## config.mk

```make
export PLATFORM = sky130hd
export DESIGN_NAME = thruster_fire_pulse_sequencer
export DESIGN_NICKNAME = d
export VERILOG_FILES = /design/src/design/thruster_fire_pkg.sv /design/src/design/thruster_fire_pulse_sequencer.sv
export SDC_FILE = /design/constraint.sdc
export NUM_CORES = 1
export LEC_CHECK = 0
export BUFFER_PORTS_ARGS = -buffer_cell sky130_fd_sc_hd__clkbuf_2
export CORE_MARGIN = 4
export CORE_UTILIZATION = 40
export CTS_CLUSTER_DIAMETER = 60
export DETAILED_ROUTE_END_ITERATION = 16
export GPL_TIMING_DRIVEN = 0
export PLACE_DENSITY = 0.53
export SYNTH_ARGS = -nofsm -noshare
export SYNTH_HDL_FRONTEND = slang
export SYNTH_SLANG_ARGS = --single-unit
export TNS_END_PERCENT = 20
```

## constraint.sdc

```tcl
create_clock -name mclk_i -period 4.1 [get_ports mclk_i]
set_input_delay 1.23 -clock mclk_i [delete_from_list [all_inputs] [get_ports mclk_i]]
set_output_delay 1.23 -clock mclk_i [all_outputs]
set_load 0.05 [all_outputs]
```

## src/design/thruster_fire_pkg.sv

```systemverilog
package thruster_fire_pkg;
  localparam int CLK_HZ = 100_000_000;
  localparam int BASE_HZ = 64_000;
  localparam int PULSE_SPACING_US = 500;
  localparam int PULSE_SPACING_TICKS = BASE_HZ / 1_000_000 * PULSE_SPACING_US
                                       + (BASE_HZ % 1_000_000) * PULSE_SPACING_US / 1_000_000;
  localparam int PRESCALE_DIV = 12800;
  localparam int PRESCALE_STAGES = 8;
  // per stage terminal count (modulus minus one), stage 0 in the low nibble: 4,4,3,3,3,1,1,1
  localparam logic [31:0] PRESCALE_LAST = 32'h1113_3344;
  localparam logic [2:0] DIV5_LAST = 3'h4;
  localparam logic [3:0] DIV10_LAST = 4'h9;
  localparam int BURST_PULSES = 4;
  localparam logic [3:0] LEAD_PRESET = 4'h8;
  localparam logic [3:0] LEAD_LAST = 4'h1;
  localparam logic [3:0] PATTERN_RESET = 4'h0;

  typedef enum logic [1:0] {
    RATE_5HZ,
    RATE_1HZ,
    RATE_0P1HZ,
    RATE_0P01HZ
  } rate_t;

  typedef struct packed {
    logic ext_clk_select;
    logic manual_auto_select;
    logic advance_bypass_select;
    logic [1:0] dwell_segment;
    rate_t rate_select;
  } switch_t;

  localparam int SWITCH_W = $bits(switch_t);
endpackage

```

## src/design/thruster_fire_pulse_sequencer.sv

```systemverilog
`timescale 1ns/1ps
// Overview of operation
// - four trigger outputs, one pulse each per group
// - lead segment changes every group unless bypass is selected
// - pulse starts spaced 0.5 ms apart
// - group rate selectable 5, 1, 0.1, 0.01 Hz
// - manual request fires exactly one group
// - all timing from one 64 kHz base
// - prescaler divides base by 12800
// - further divide by 5, 50, 500
// - prescaler is eight 4-bit stages
// - four-way selector routes one rate
// - one narrow start pulse per rate edge
// - start pulse launches burst and advances lead
// - start opens gate and starts step timer
// - start parallel-loads lead pattern into shifter
// - shift right once per step, four steps
// - at count four close gate, clear outputs
// - lead ring: zero, preset, shift, reload
// - bypass holds lead on chosen segment
// - external clock may replace 64 kHz base
module thruster_fire_pulse_sequencer #(
  parameter int CLK_FREQ = thruster_fire_pkg::CLK_HZ,
  parameter int BASE_FREQ = thruster_fire_pkg::BASE_HZ
) (
  input wire logic mclk_i,
  input wire logic rstn_i,
  input wire logic ext_clk_i,
  input wire logic manual_fire_button_i,
  input wire thruster_fire_pkg::switch_t switches_i,
  output logic [3:0] trigger_o,
  output logic burst_active_o,
  output logic [3:0] lead_segment_o
);
  import thruster_fire_pkg::*;

  typedef enum logic {S_IDLE, S_RUN} burst_state_t;

  logic [SWITCH_W+1:0] pin_raw;
  logic [SWITCH_W+1:0] sync1;
  logic [SWITCH_W+1:0] sync2;
  logic [SWITCH_W+1:0] sync3;
  logic [SWITCH_W+1:0] pin_level;
  switch_t sw;
  logic ext_clk_lvl;
  logic button_lvl;
  logic ext_clk_prev;
  logic button_prev;
  logic ext_tick;
  logic button_rise;
  logic [26:0] phase_acc;
  logic int_tick;
  logic base_tick;
  logic [3:0] stage_cnt [PRESCALE_STAGES];
  logic [PRESCALE_STAGES:0] carry;
  logic pre_tick;
  logic [2:0] div5_cnt;
  logic [3:0] div50_cnt;
  logic [3:0] div500_cnt;
  logic tick_1hz;
  logic tick_0p1hz;
  logic tick_0p01hz;
  logic [3:0] rate_ticks;
  logic [3:0] rate_onehot;
  logic sel_tick;
  logic start_pulse;
  logic [3:0] lead_ring;
  logic [3:0] next_lead;
  logic [3:0] load_pattern;
  burst_state_t state;
  logic [5:0] step_timer;
  logic [2:0] step_count;
  logic [3:0] pattern;
  logic step_end;
  logic gate_open;

  assign pin_raw = {ext_clk_i, manual_fire_button_i, switches_i};

  // three-flop sampling, a change counts once stages two and three agree
  genvar gi;
  generate
    for (gi = 0; gi < SWITCH_W + 2; gi++) begin : g_pin_sync
      always_ff @(posedge mclk_i or negedge rstn_i) begin
        if (!rstn_i) begin
          sync1[gi] <= 1'b0;
          sync2[gi] <= 1'b0;
          sync3[gi] <= 1'b0;
          pin_level[gi] <= 1'b0;
        end else begin
          sync1[gi] <= pin_raw[gi];
          sync2[gi] <= sync1[gi];
          sync3[gi] <= sync2[gi];
          if (sync2[gi] == sync3[gi]) begin
            pin_level[gi] <= sync3[gi];
          end
        end
      end
    end
  endgenerate

  assign sw = pin_level[SWITCH_W-1:0];
  assign button_lvl = pin_level[SWITCH_W];
  assign ext_clk_lvl = pin_level[SWITCH_W+1];

  always_ff @(posedge mclk_i or negedge rstn_i) begin
    if (!rstn_i) begin
      ext_clk_prev <= 1'b0;
      button_prev <= 1'b0;
    end else begin
      ext_clk_prev <= ext_clk_lvl;
      button_prev <= button_lvl;
    end
  end

  assign ext_tick = ext_clk_lvl & ~ext_clk_prev;
  assign button_rise = button_lvl & ~button_prev;

  // 64 kHz base: fractional accumulator keeps the average rate exact
  always_ff @(posedge mclk_i or negedge rstn_i) begin
    if (!rstn_i) begin
      phase_acc <= '0;
      int_tick <= 1'b0;
    end else if ({5'h0, phase_acc} + BASE_FREQ >= CLK_FREQ) begin
      phase_acc <= 27'({5'h0, phase_acc} + BASE_FREQ - CLK_FREQ);
      int_tick <= 1'b1;
    end else begin
      phase_acc <= 27'({5'h0, phase_acc} + BASE_FREQ);
      int_tick <= 1'b0;
    end
  end

  assign base_tick = sw.ext_clk_select ? ext_tick : int_tick;

  assign carry[0] = base_tick;
  generate
    for (gi = 0; gi < PRESCALE_STAGES; gi++) begin : g_prescale
      always_ff @(posedge mclk_i or negedge rstn_i) begin
        if (!rstn_i) begin
          stage_cnt[gi] <= 4'h0;
        end else if (carry[gi]) begin
          stage_cnt[gi] <= carry[gi+1] ? 4'h0 : stage_cnt[gi] + 4'h1;
        end
      end
      assign carry[gi+1] = carry[gi] && (stage_cnt[gi] == PRESCALE_LAST[4*gi +: 4]);
    end
  endgenerate

  assign pre_tick = carry[PRESCALE_STAGES];

  always_ff @(posedge mclk_i or negedge rstn_i) begin
    if (!rstn_i) begin
      div5_cnt <= 3'h0;
      div50_cnt <= 4'h0;
      div500_cnt <= 4'h0;
    end else if (pre_tick) begin
      div5_cnt <= tick_1hz ? 3'h0 : div5_cnt + 3'h1;
      if (tick_1hz) begin
        div50_cnt <= tick_0p1hz ? 4'h0 : div50_cnt + 4'h1;
        if (tick_0p1hz) begin
          div500_cnt <= tick_0p01hz ? 4'h0 : div500_cnt + 4'h1;
        end
      end
    end
  end

  assign tick_1hz = pre_tick && (div5_cnt == DIV5_LAST);
  assign tick_0p1hz = tick_1hz && (div50_cnt == DIV10_LAST);
  assign tick_0p01hz = tick_0p1hz && (div500_cnt == DIV10_LAST);

  assign rate_ticks = {tick_0p01hz, tick_0p1hz, tick_1hz, pre_tick};
  assign rate_onehot = 4'h1 << sw.rate_select;
  assign sel_tick = |(rate_ticks & rate_onehot);

  // one-cycle start pulse, auto rate or manual edge
  always_ff @(posedge mclk_i or negedge rstn_i) begin
    if (!rstn_i) begin
      start_pulse <= 1'b0;
    end else begin
      start_pulse <= sw.manual_auto_select ? button_rise : sel_tick;
    end
  end

  always_comb begin
    next_lead = lead_ring;
    if (lead_ring == 4'h0 || lead_ring == LEAD_LAST) begin
      next_lead = LEAD_PRESET;
    end else begin
      next_lead = lead_ring >> 1;
    end
  end

  // advance on each start; bypass holds it
  always_ff @(posedge mclk_i or negedge rstn_i) begin
    if (!rstn_i) begin
      lead_ring <= 4'h0;
    end else if (start_pulse && !sw.advance_bypass_select) begin
      lead_ring <= next_lead;
    end
  end

  assign load_pattern = sw.advance_bypass_select ? (4'h1 << sw.dwell_segment) : next_lead;

  assign step_end = base_tick && (step_timer == 6'(PULSE_SPACING_TICKS - 1));

  // a start during a burst restarts it, so a late group never merges with the old one
  always_ff @(posedge mclk_i or negedge rstn_i) begin
    if (!rstn_i) begin
      state <= S_IDLE;
      gate_open <= 1'b0;
      step_timer <= 6'h0;
      step_count <= 3'h0;
      pattern <= PATTERN_RESET;
    end else if (start_pulse) begin
      state <= S_RUN;
      gate_open <= 1'b1;
      step_timer <= 6'h0;
      step_count <= 3'h0;
      pattern <= load_pattern;
    end else if (state == S_RUN && base_tick) begin
      step_timer <= step_end ? 6'h0 : step_timer + 6'h1;
      if (step_end) begin
        if (step_count == 3'(BURST_PULSES - 1)) begin
          state <= S_IDLE;
          gate_open <= 1'b0;
          step_count <= 3'(BURST_PULSES);
          pattern <= PATTERN_RESET;
        end else begin
          // rotate right so each output gets one pulse
          step_count <= step_count + 3'h1;
          pattern <= {pattern[0], pattern[3:1]};
        end
      end
    end
  end

  // outputs are level pulses, rising edge is what fires
  assign trigger_o = pattern;
  // gate flag is its own flop so the output needs no decode
  assign burst_active_o = gate_open;
  assign lead_segment_o = lead_ring;

  onehot_out_a: assert property (@(posedge mclk_i) disable iff (!rstn_i)
    $onehot0(trigger_o)) else $error("more than one trigger active");

  lead_moves_a: assert property (@(posedge mclk_i) disable iff (!rstn_i)
    start_pulse && !sw.advance_bypass_select |=> lead_ring != $past(lead_ring))
    else $error("lead segment did not move");

  spacing_hold_a: assert property (@(posedge mclk_i) disable iff (!rstn_i)
    state == S_RUN && !start_pulse && !step_end |=> $stable(pattern))
    else $error("trigger changed inside a step");

  prescale_base_a: assert property (@(posedge mclk_i) disable iff (!rstn_i)
    pre_tick |-> base_tick && stage_cnt[7] == 4'h1) else $error("prescaler tick misplaced");

  div_chain_a: assert property (@(posedge mclk_i) disable iff (!rstn_i)
    tick_0p01hz |-> tick_0p1hz && tick_1hz && pre_tick) else $error("rate chain broken");

  auto_start_a: assert property (@(posedge mclk_i) disable iff (!rstn_i)
    !sw.manual_auto_select && sel_tick |=> start_pulse) else $error("rate edge gave no start");

  manual_start_a: assert property (@(posedge mclk_i) disable iff (!rstn_i)
    start_pulse && sw.manual_auto_select |-> $past(button_rise))
    else $error("manual start without button edge");

  start_load_a: assert property (@(posedge mclk_i) disable iff (!rstn_i)
    start_pulse |=> burst_active_o && step_timer == 6'h0 && pattern == $past(load_pattern))
    else $error("start did not load pattern");

  shift_step_a: assert property (@(posedge mclk_i) disable iff (!rstn_i)
    state == S_RUN && !start_pulse && step_end && step_count < 3'h3
    |=> pattern == {$past(pattern[0]), $past(pattern[3:1])}) else $error("shift step wrong");

  burst_end_a: assert property (@(posedge mclk_i) disable iff (!rstn_i)
    state == S_RUN && !start_pulse && step_end && step_count == 3'h3
    |=> !burst_active_o && trigger_o == 4'h0) else $error("burst did not close");

  ring_preset_a: assert property (@(posedge mclk_i) disable iff (!rstn_i)
    start_pulse && !sw.advance_bypass_select && (lead_ring == 4'h0 || lead_ring == LEAD_LAST)
    |=> lead_ring == LEAD_PRESET) else $error("ring did not reload preset");

  bypass_hold_a: assert property (@(posedge mclk_i) disable iff (!rstn_i)
    start_pulse && sw.advance_bypass_select |=> $stable(lead_ring))
    else $error("lead advanced under bypass");

  burst_done_c: cover property (@(posedge mclk_i) disable iff (!rstn_i)
    burst_active_o ##1 !burst_active_o);
  manual_fire_c: cover property (@(posedge mclk_i) disable iff (!rstn_i)
    start_pulse && sw.manual_auto_select);
  bypass_fire_c: cover property (@(posedge mclk_i) disable iff (!rstn_i)
    start_pulse && sw.advance_bypass_select);
  ext_clock_c: cover property (@(posedge mclk_i) disable iff (!rstn_i)
    start_pulse && sw.ext_clk_select);
endmodule

```

==> impl_metrics.csv, run 1 <==
group,metric,value,unit
final_layout,syn_to_final_growth,16.4,%
clock_network,cts_setup_buffers,0,
logic_synthesis,synth_compound_area_frac,0.0931,
logic_synthesis,async_flop_share,1.00,
route,drcViolationCount,0,
placement,finalWeightedCongestion,0.790,
logic_synthesis,synth_cells,534,
critical_path,crit_type,"reg2reg",
final_layout,final_nets,610,
min_path,hold_class,"reg2reg",
clock_network,numCtsBuffers,17,
power_and_ir_drop,ir_worst_vdd,0.000235,V
clock_network,path_clk_slew,60,ps
global_routing,antenna_found_initial,0,
final_layout,nFillCells,1335,
power_and_ir_drop,clock_power_share,0.461,
route,viasPerCell,5.13,
critical_path,cp_max_fo,10,
power_and_ir_drop,internal_power,0.00236,W
route,via_count,3931,
power_and_ir_drop,total_power,0.00320,W
sta,finClkSkew,7.25,ps
power_and_ir_drop,power_switching_share,0.264,
logic_synthesis,ys.flop_type,"dfrtp_1",
critical_path,end_kind,"register",
critical_path,crit_buf_inv,0,
logic_synthesis,ys_types,61,
clock_network,clockBufferDepth,2,
floorplan,pin_count,20,
logic_synthesis,yosys.area_share.adder,0.0722,
floorplan,dieWidth,128,µm
clock_network,cts_tree,"done",
route,routed_wl,10200,µm
placement,detailedPlacementHpwl,6920,µm
clock_network,cts.sinks,120,
outcome,status,"completed",
placement,dp.cells,734,
route,postRouteAntennaNets,0,
critical_path,startpoint_type,"register",
floorplan,start_util,0.411,
sta,fin_ws,837,ps
logic_synthesis,synth-seq-area-share,0.522,
sta,fmax,306,MHz
logic_synthesis,synth-edff-count,0,
logic_synthesis,synthXorXnorAreaFrac,0.0685,
clock_network,clock_latency,400,ps
clock_network,cts_max_level,4,
logic_synthesis,netlist_area,5750,µm²
sta,final_max_slew_viol_count,0,
logic_synthesis,syn_nets,571,
critical_path,cp.required,4390,ps
logic_synthesis,ys_seq_elements,120,
final_layout,multi_input_area,2590,µm²
route,avgRoutedWirePerCell,13.3,µm
job,drv_cap,0,
logic_synthesis,synthSimpleGateAreaFrac,0.180,
critical_path,r2r_slack,840,ps
power_and_ir_drop,power_frac_comb,0.114,
critical_path,cpPeakStageDelay,530,ps
floorplan,die_area,16400,µm²
sta,min_period,3260,ps
final_layout,drive_above_1_share,0.135,
floorplan,row_count,43,
placement,port_buffers,19,
floorplan,core,14000,µm²
logic_synthesis,yosysWarnings,0,
sta,tightest_slew,899,ps
power_and_ir_drop,p_leak,2.98,nW
clock_network,cts_resized,0,
global_routing,grt_first_pass_wirelength,18000,µm
clock_network,root_buffer,"clkbuf_16",
sta,hold_viol,0,
global_routing,grt_usage,0.136,
final_layout,diodes,0,
route,dr.pass1.iters,4,
route,dr.first_iter.drc_count,225,
sta,setup_tns,0,ps
final_layout,final_area,6700,µm²
power_and_ir_drop,power_frac_seq,0.426,
critical_path,path_cells,"ha_1 > nor2_1 > a211oi_2 > nand3b_1 > and3_4 > or3_4 > o31a_4 > or4_1 > xnor2_1",
sta,slew_headroom,0.393,
sta,layout_worst_path_cycle_share,0.796,
global_routing,grt_max_degree,65,
power_and_ir_drop,p_per_area,478,nW/µm²
sta,rsz0062_at_grt,"false",
critical_path,slowest_stage,"or4_1",
critical_path,crit_arrival,3550,ps
floorplan,die_height,128,µm
global_routing,overflow,0,
logic_synthesis,synth_mux_area_frac,0.0363,
logic_synthesis,avgSynthCellArea,10.8,µm²
logic_synthesis,synth_top_family_by_area,"simple AND/OR/NAND/NOR gates",
clock_network,cts_hold_buf,0,
final_layout,fin_cells,766,
placement,placed_cell_area,6110,µm²
placement,dpl_worst_slack,844,ps
power_and_ir_drop,switchingPower,0.000845,W
global_routing,grt_pass1_vias,3868,
critical_path,critical-path-top-delay-family,"simple AND/OR/NAND/NOR gates",
final_layout,regArea,3000,µm²
sta,setup_violations,0,
[Yosys cell counts, types with 2 or more instances]
cell type	n	area share
a211oi_1	7	0.0091
a21boi_0	3	0.0039
a21o_1	9	0.012
a21oi_1	21	0.018
a31oi_1	3	0.0033
and2_1	4	0.0043
and3_1	4	0.0043
and3b_1	2	0.0030
buf_2	4	0.0035
clkbuf_1	11	0.0072
dfrtp_1	120	0.52
ha_1	26	0.057
inv_1	19	0.012
maj3_1	9	0.016
mux2_2	15	0.029
mux2i_1	4	0.0070
nand2_1	62	0.040
nand2b_1	13	0.014
nand3_1	10	0.0087
nand3b_1	7	0.0091
nand4_1	12	0.013
nor2_1	32	0.021
nor2b_1	2	0.0022
nor3_1	11	0.0096
nor3b_1	8	0.010
nor4_1	6	0.0065
nor4b_1	2	0.0030
o21ai_0	22	0.019
o21ai_1	2	0.0017
or2_2	2	0.0022
or3_1	6	0.0065
or4_1	4	0.0052
xnor2_1	28	0.043
xor2_1	17	0.026
[worst register-to-register path, delay by kind of cell (launching register included)]
kind,cells,cell delay (ps)
flops,1,520
fa+ha+maj,1,260
xor+xnor,1,140
compound gates,2,840
simple gates,5,1380
[stage by stage]
stage | hold WS, ps | util
floorplan | 331 | -
CTS | 345 | 0.479
global route | 352 | 0.479
detailed placement | 337 | 0.437
finish | 344 | 0.479
global placement | 333 | 0.434
[worst paths after layout]
path | from | endpoint | cells after the start
min | sync1[8]$_DFF_PN0_ | sync2[8]$_DFF_PN0_ | 0
max reg2reg | phase_acc[9]$_DFF_PN0_ | phase_acc[22]$_DFF_PN0_ | 9
max | phase_acc[9]$_DFF_PN0_ | phase_acc[22]$_DFF_PN0_ | 9
min in group asynchronous | rstn_i | stage_cnt[17]$_DFFE_PN0P_ | 1
min reg2reg | sync1[8]$_DFF_PN0_ | sync2[8]$_DFF_PN0_ | 0
max in group asynchronous | rstn_i | pin_level[5]$_DFFE_PN0N_ | 2
[cells in the final DEF, fill, tap and decap left out, types with 7 or more instances in the layout]
cell type  netlist  routed
maj3_1           9       9
nand4_1         12      12
mux2_2          15      15
clkbuf_16        0      17
inv_1           19      19
clkbuf_1        11      15
ha_1            26      26
xnor2_1         28      28
nor3b_1          8       8
a211oi_1         7       7
nand2b_1        13      13
xor2_1          17      17
clkbuf_2         1      19
nand2_1         62      62
nor2_1          32      32
nand3b_1         7       7
a21o_1           9       9
a21oi_1         21      21
nand3_1         10      10
o21ai_0         22      22
dfrtp_1        120     120
nor3_1          11      11
[registers in the layout (all words and copies together) (netlist names), 3 cells and up]
signal / cells
step_timer: 6
lead_segment_o: 4
div5_cnt: 3
div500_cnt: 4
sync2: 9
stage_cnt: 32
trigger_o: 4
step_count: 3
sync1: 9
sync3: 9
pin_level: 7
phase_acc: 19
div50_cnt: 4
[routing by layer]
layer | vias up | wire, µm | global-route usage
met3 | 16 | 283 | 0.0325
met1 | 1917 | 4830 | 0.176
met2 | 45 | 4860 | 0.219
met4 | 0 | 182 | 0.0556
met5 | - | 0 | 0
li1 | 1953 | - | -
[power groups by stage]
stage | Clock, W | Combinational (W) | Sequential [W]
3_3_place_gp | 0 | 0.000360 | 0.00138
5_1_grt | 0.00158 | 0.000405 | 0.00138
2_1_floorplan | 0 | 0.000144 | 0.00149
3_5_place_dp | 0 | 0.000370 | 0.00138
6_report | 0.00147 | 0.000365 | 0.00136
4_1_cts | 0.00152 | 0.000372 | 0.00136
[cell type report]
cell class | count | share of cell area
Multi-Input combinational cell | 376 | 0.387
Tap cell | 180 | 0.0336
Clock inverter | 11 | 0.0220
Buffer | 18 | 0.0127
Sequential cell | 120 | 0.448
Timing Repair Buffer | 20 | 0.0196
Inverter | 20 | 0.0112
Clock buffer | 21 | 0.0658
[kinds of logic after synthesis]
group	after synthesis
flops	120
compound gates	82
fa+ha+maj	35
buf+inv	38
mux	19
simple gates	195
xor+xnor	45
Power figures use the tool's default switching activity.
==> run 2, diff against run 1 <==
--- a/config.mk
+++ b/config.mk
@@ -11,7 +11,7 @@
 export CTS_CLUSTER_DIAMETER = 60
 export DETAILED_ROUTE_END_ITERATION = 16
 export GPL_TIMING_DRIVEN = 0
-export PLACE_DENSITY = 0.53
+export PLACE_DENSITY = 0.56
 export SYNTH_ARGS = -nofsm -noshare
 export SYNTH_HDL_FRONTEND = slang
 export SYNTH_SLANG_ARGS = --single-unit
==> constraint.sdc (replaced) <==
create_clock -name mclk_i -period 2.62 [get_ports mclk_i]
set_input_delay 0.786 -clock mclk_i [delete_from_list [all_inputs] [get_ports mclk_i]]
set_output_delay 0.786 -clock mclk_i [all_outputs]
set_load 0.05 [all_outputs]
==> impl_metrics.csv, run 2 (synthesis gave the netlist of run 1 again) <==
group,metric,value,unit
clock_network,clock_latency,410,ps
final_layout,largest-register,"stage_cnt",
critical_path,crit_top_cell,"and3_4",
floorplan,dieWidth,128,µm
critical_path,crit_type,"reg2reg",
final_layout,drive_above_1_share,0.217,
critical_path,startpoint_type,"register",
final_layout,reg_top3,"stage_cnt (32), phase_acc (19)",
route,viasPerCell,5.06,
route,via_count,3988,
final_layout,syn_to_final_growth,23.7,%
outcome,status,"complete, but fails checks",
global_routing,grt_first_pass_wirelength,18200,µm
sta,rsz0062_at_grt,"true",
global_routing,antenna_found_initial,0,
sta,hold_ws,342,ps
final_layout,final_area,7120,µm²
sta,fin_ws,-178,ps
critical_path,crit_arrival,3090,ps
final_layout,diodes,0,
global_routing,overflow,0,
route,routed_wl,10800,µm
route,drcViolationCount,0,
sta,fmax,357,MHz
clock_network,clockBufferDepth,2,
placement,finalWeightedCongestion,0.805,
critical_path,cpPeakStageDelay,430,ps
clock_network,cts_max_level,4,
critical_path,reg2regPathDepth,9,
placement,detailedPlacementHpwl,7020,µm
floorplan,die_area,16400,µm²
job,drv_cap,0,
global_routing,grt_usage,0.139,
global_routing,grt_max_degree,63,
placement,port_buffers,19,
sta,layout_worst_path_cycle_share,1.07,
critical_path,slowest_stage,"or4_4",
clock_network,numCtsBuffers,17,
final_layout,final_common_cell,"dfrtp_1",
critical_path,end_kind,"register",
sta,slew_headroom,0.671,
global_routing,grt_pass1_vias,3874,
critical_path,cp_max_fo,7,
final_layout,largest_reg_flops,32,
floorplan,pin_count,20,
clock_network,cts.sinks,120,
sta,setup_tns,-1390,ps
power_and_ir_drop,p_leak,3.18,nW
sta,hold_viol,0,
min_path,hold_class,"in2async",
power_and_ir_drop,ir_worst_vdd,0.000428,V
route,dr.first_iter.drc_count,223,
clock_network,path_clk_slew,50,ps
floorplan,start_util,0.411,
final_layout,final_nets,633,
route,postRouteAntennaNets,0,
clock_network,cts_hold_buf,0,
floorplan,row_count,43,
placement,placed_cell_area,6120,µm²
critical_path,cp.required,2910,ps
floorplan,die_height,128,µm
floorplan,core,14000,µm²
power_and_ir_drop,p_per_area,717,nW/µm²
sta,min_period,2800,ps
clock_network,cts_tree,"done",
sta,setup_violations,15,
route,avgRoutedWirePerCell,13.7,µm
critical_path,path_cells,"buf_6 > nor4_4 > and3_4 > o311ai_1 > and3_4 > or3_4 > o31a_4 > or4_4 > xnor2_1",
sta,tightest_slew,493,ps
clock_network,root_buffer,"clkbuf_16",
placement,dpl_worst_slack,-592,ps
final_layout,mostFrequentLayoutCells,"118 x dfrtp_1, 62 x nand2_1, 31 x nor2_1",
final_layout,post-route-util,0.509,
route,dr.pass1.iters,4,
outcome,violations,"negative setup slack",
sta,finClkSkew,6.71,ps
sta,final_max_slew_viol_count,0,
[run 2: cell types whose count changed in the layout (fill, tap and decap cells not counted), sizes merged]
cell	previous run	this run
buf	7	31
clkbuf	52	54
clkinv	3	2
clkinvlp	4	2
inv	21	20
[run 2: path summary, 6_finish.rpt]
check / from / to / slack (ps)
max in group asynchronous: rstn_i / phase_acc[9]$_DFF_PN0_ / 1630
min in group mclk_i: sync1[1]$_DFF_PN0_ / sync2[1]$_DFF_PN0_ / 350
max: phase_acc[14]$_DFF_PN0_ / phase_acc[22]$_DFF_PN0_ / -180
min: rstn_i / stage_cnt[23]$_DFFE_PN0P_ / 340
max reg2reg: phase_acc[14]$_DFF_PN0_ / phase_acc[22]$_DFF_PN0_ / -180
min reg2reg: sync1[1]$_DFF_PN0_ / sync2[1]$_DFF_PN0_ / 350
[run 2: final cells by class]
type	instances	area, µm²
Inverter	20	75.1
Multi-Input combinational cell	376	2760
Tap cell	180	225
Timing Repair Buffer	43	320
Buffer	18	116
Clock inverter	7	115
Sequential cell	120	3010
Fill cell	1253	6870
Clock buffer	24	502
[run 2: what timing repair did]
item,in CTS,in global routing
resized for setup,23,22
setup endpoints to repair,31,37
setup buffers,8,15
hold endpoints to repair,0,0
pin swaps,7,8
[run 2: per-stage QoR]
| step | power [W] | cells |
|---|---|---|
| floorplan | 0.00256 | 534 |
| global placement | 0.00272 | 733 |
| detailed placement | 0.00275 | 734 |
| CTS | 0.00518 | 773 |
| global route | 0.00536 | 788 |
| finish | 0.00510 | 788 |
[run 2: worst max-delay path: cells and delay by family (launching register included)]
kind	cells	cell delay, ps
buffers and inverters	1	130
flip-flops	1	370
AO/OA/AOI/OAI	2	490
XOR/XNOR	1	130
AND/OR/NAND/NOR	5	1560
[run 2: where the power goes]
group	total, W	switching (W)	internal (W)	leakage (nW)
clock	0.00239	0.000778	0.00161	0.298
sequential	0.00214	0.000133	0.00201	1.51
combinational	0.000572	0.000383	0.000189	1.37
[run 2: routing by layer]
metal  share of wire  GRT usage  wire length [µm]  vias up
li1                -          -                 -     1989
met1            0.46      0.174              5020     1941
met2            0.49      0.224              5330       45
met3           0.031     0.0488               332       13
met4           0.012     0.0462               133        0
met5               0          0                 0        -
==> run 3, diff against run 2 <==
--- a/config.mk
+++ b/config.mk
@@ -7,11 +7,11 @@
 export LEC_CHECK = 0
 export BUFFER_PORTS_ARGS = -buffer_cell sky130_fd_sc_hd__clkbuf_2
 export CORE_MARGIN = 4
-export CORE_UTILIZATION = 40
+export CORE_UTILIZATION = 55
 export CTS_CLUSTER_DIAMETER = 60
 export DETAILED_ROUTE_END_ITERATION = 16
 export GPL_TIMING_DRIVEN = 0
-export PLACE_DENSITY = 0.56
+export PLACE_DENSITY = 0.73
 export SYNTH_ARGS = -nofsm -noshare
 export SYNTH_HDL_FRONTEND = slang
 export SYNTH_SLANG_ARGS = --single-unit
==> impl_metrics.csv, run 3 (synthesis gave the netlist of run 1 again) <==
group,metric,value,unit
outcome,status,"complete, but fails checks",
outcome,violations,"negative setup slack",
route,drcViolationCount,0,
sta,layout_worst_path_cycle_share,1.10,
min_path,holdPathStages,0,
critical_path,reg2regPathDepth,8,
final_layout,final_common_cell,"dfrtp_1",
critical_path,cp_max_fo,6,
placement,dpl_worst_slack,-571,ps
power_and_ir_drop,switchingPower,0.00132,W
sta,min_period,2890,ps
min_path,hold_end,"sync2[3]$_DFF_PN0_",
clock_network,path_clk_slew,60,ps
min_path,hold_start,"sync1[3]$_DFF_PN0_",
sta,fmax,346,MHz
route,routed_wl,11800,µm
critical_path,crit_type,"reg2reg",
final_layout,final_area,7060,µm²
clock_network,numCtsBuffers,17,
final_layout,drive_above_1_share,0.228,
min_path,hold_class,"reg2reg",
power_and_ir_drop,p_leak,3.20,nW
sta,hold_ws,339,ps
power_and_ir_drop,internal_power,0.00362,W
sta,hold_viol,0,
floorplan,dieWidth,110,µm
final_layout,diodes,0,
power_and_ir_drop,power_switching_share,0.267,
sta,fin_ws,-270,ps
critical_path,cp.required,3030,ps
route,dr.pass1.iters,4,
final_layout,reg_top3,"stage_cnt (32), phase_acc (19)",
sta,setup_violations,16,
sta,slew_headroom,0.622,
critical_path,startpoint_type,"register",
sta,final_max_slew_viol_count,0,
route,postRouteAntennaNets,0,
route,avgRoutedWirePerCell,15.8,µm
power_and_ir_drop,power_frac_seq,0.433,
final_layout,multi_input_area,2800,µm²
final_layout,regArea,3010,µm²
final_layout,final_nets,631,
placement,port_buffers,19,
floorplan,core,10300,µm²
critical_path,r2r_slack,-270,ps
critical_path,crit_arrival,3300,ps
sta,finClkSkew,9.77,ps
sta,rsz0062_at_grt,"true",
placement,placed_cell_area,6060,µm²
final_layout,largest-register,"stage_cnt",
floorplan,pin_count,20,
clock_network,cts_max_level,4,
clock_network,clockBufferDepth,2,
global_routing,grt_pass1_vias,4180,
power_and_ir_drop,power_frac_comb,0.117,
power_and_ir_drop,total_power,0.00493,W
clock_network,clock_latency,530,ps
clock_network,cts_tree,"done",
sta,tightest_slew,567,ps
critical_path,reg2reg_to,"phase_acc[22]$_DFF_PN0_",
route,viasPerCell,5.55,
clock_network,cts.sinks,120,
global_routing,overflow,0,
placement,finalWeightedCongestion,0.877,
power_and_ir_drop,p_per_area,698,nW/µm²
final_layout,largest_reg_flops,32,
power_and_ir_drop,clock_power_share,0.450,
power_and_ir_drop,ir_worst_vdd,0.000437,V
clock_network,root_buffer,"clkbuf_8",
job,drv_cap,0,
global_routing,grt_usage,0.202,
placement,detailedPlacementHpwl,6690,µm
final_layout,nFillCells,734,
global_routing,grt_first_pass_wirelength,19000,µm
floorplan,start_util,0.560,
floorplan,row_count,37,
critical_path,r2r-start,"phase_acc[13]$_DFF_PN0_",
critical_path,end_kind,"register",
global_routing,antenna_found_initial,0,
floorplan,die_area,12200,µm²
route,via_count,4116,
clock_network,cts_hold_buf,0,
global_routing,grt_max_degree,121,
route,dr.first_iter.drc_count,287,
floorplan,die_height,110,µm
final_layout,syn_to_final_growth,22.8,%
final_layout,mostFrequentLayoutCells,"115 x dfrtp_1, 56 x nand2_1, 30 x nor2_1",
==> run 3: cell types whose count changed in the layout (fill, tap and decap cells not counted), sizes merged <==
cell,before,now
bufinv,3,2
buf,31,28
clkinv,2,3
clkbuf,54,55
==> run 3: final cells by class <==
class                   count  area share
clock buffers              24      0.0666
well taps                 136      0.0241
clock inverters             7      0.0133
inverters                  20      0.0113
repair buffers             43      0.0482
multi-input cells         376       0.397
plain buffers              16      0.0140
flip-flops and latches    120       0.426
==> run 3: power by group through the flow <==
stage / clock [W] / combinational, W / sequential, W
after global placement: 0 / 0.000556 / 0.00216
after floorplan: 0 / 0.000225 / 0.00233
after global routing: 0.00235 / 0.000640 / 0.00216
final: 0.00222 / 0.000578 / 0.00214
after CTS: 0.00225 / 0.000586 / 0.00213
after detailed placement: 0 / 0.000583 / 0.00216
==> run 3: per-stage QoR <==
step / setup TNS, ps / utilization / std cells
floorplan: -1220 / - / 534
global placement: -122090 / 0.586 / 689
detailed placement: -10280 / 0.590 / 690
CTS: -859 / 0.678 / 739
global route: -4240 / 0.687 / 742
finish: -2340 / 0.687 / 742
==> run 3: worst max-delay path by stage <==
stage / from / end / slack [ps]
2_1_floorplan: phase_acc[14]$_DFF_PN0_ / phase_acc[22]$_DFF_PN0_ / -210
3_3_place_gp: rstn_i / phase_acc[24]$_DFF_PN0_ / -960
3_5_place_dp: phase_acc[9]$_DFF_PN0_ / phase_acc[13]$_DFF_PN0_ / -570
4_1_cts: phase_acc[11]$_DFF_PN0_ / phase_acc[21]$_DFF_PN0_ / -140
5_1_grt: phase_acc[13]$_DFF_PN0_ / phase_acc[22]$_DFF_PN0_ / -320
6_report: phase_acc[13]$_DFF_PN0_ / phase_acc[22]$_DFF_PN0_ / -270
==> run 3: layer usage <==
metal	share of wire	GRT usage	vias up
met5	0	0	-
met4	0.016	0.0994	0
met3	0.035	0.0542	20
met2	0.52	0.341	80
met1	0.43	0.237	2025
li1	-	-	1991
==> run 3: critical path: stages (launching register included) <==
cell and delay, ps:
dfrtp_2 440, nor4_4 430, and3_4 270, o311ai_2 100, and3_4 180, or3_4 400, o31a_4 340, or4_4 450
xnor2_2 150
==> run 3: what timing repair did <==
action,4_1_cts,5_1_grt
buffers inserted,17,5
pin swaps,15,4
resized for setup,41,19
gates cloned,1,0
setup endpoints to repair,29,29
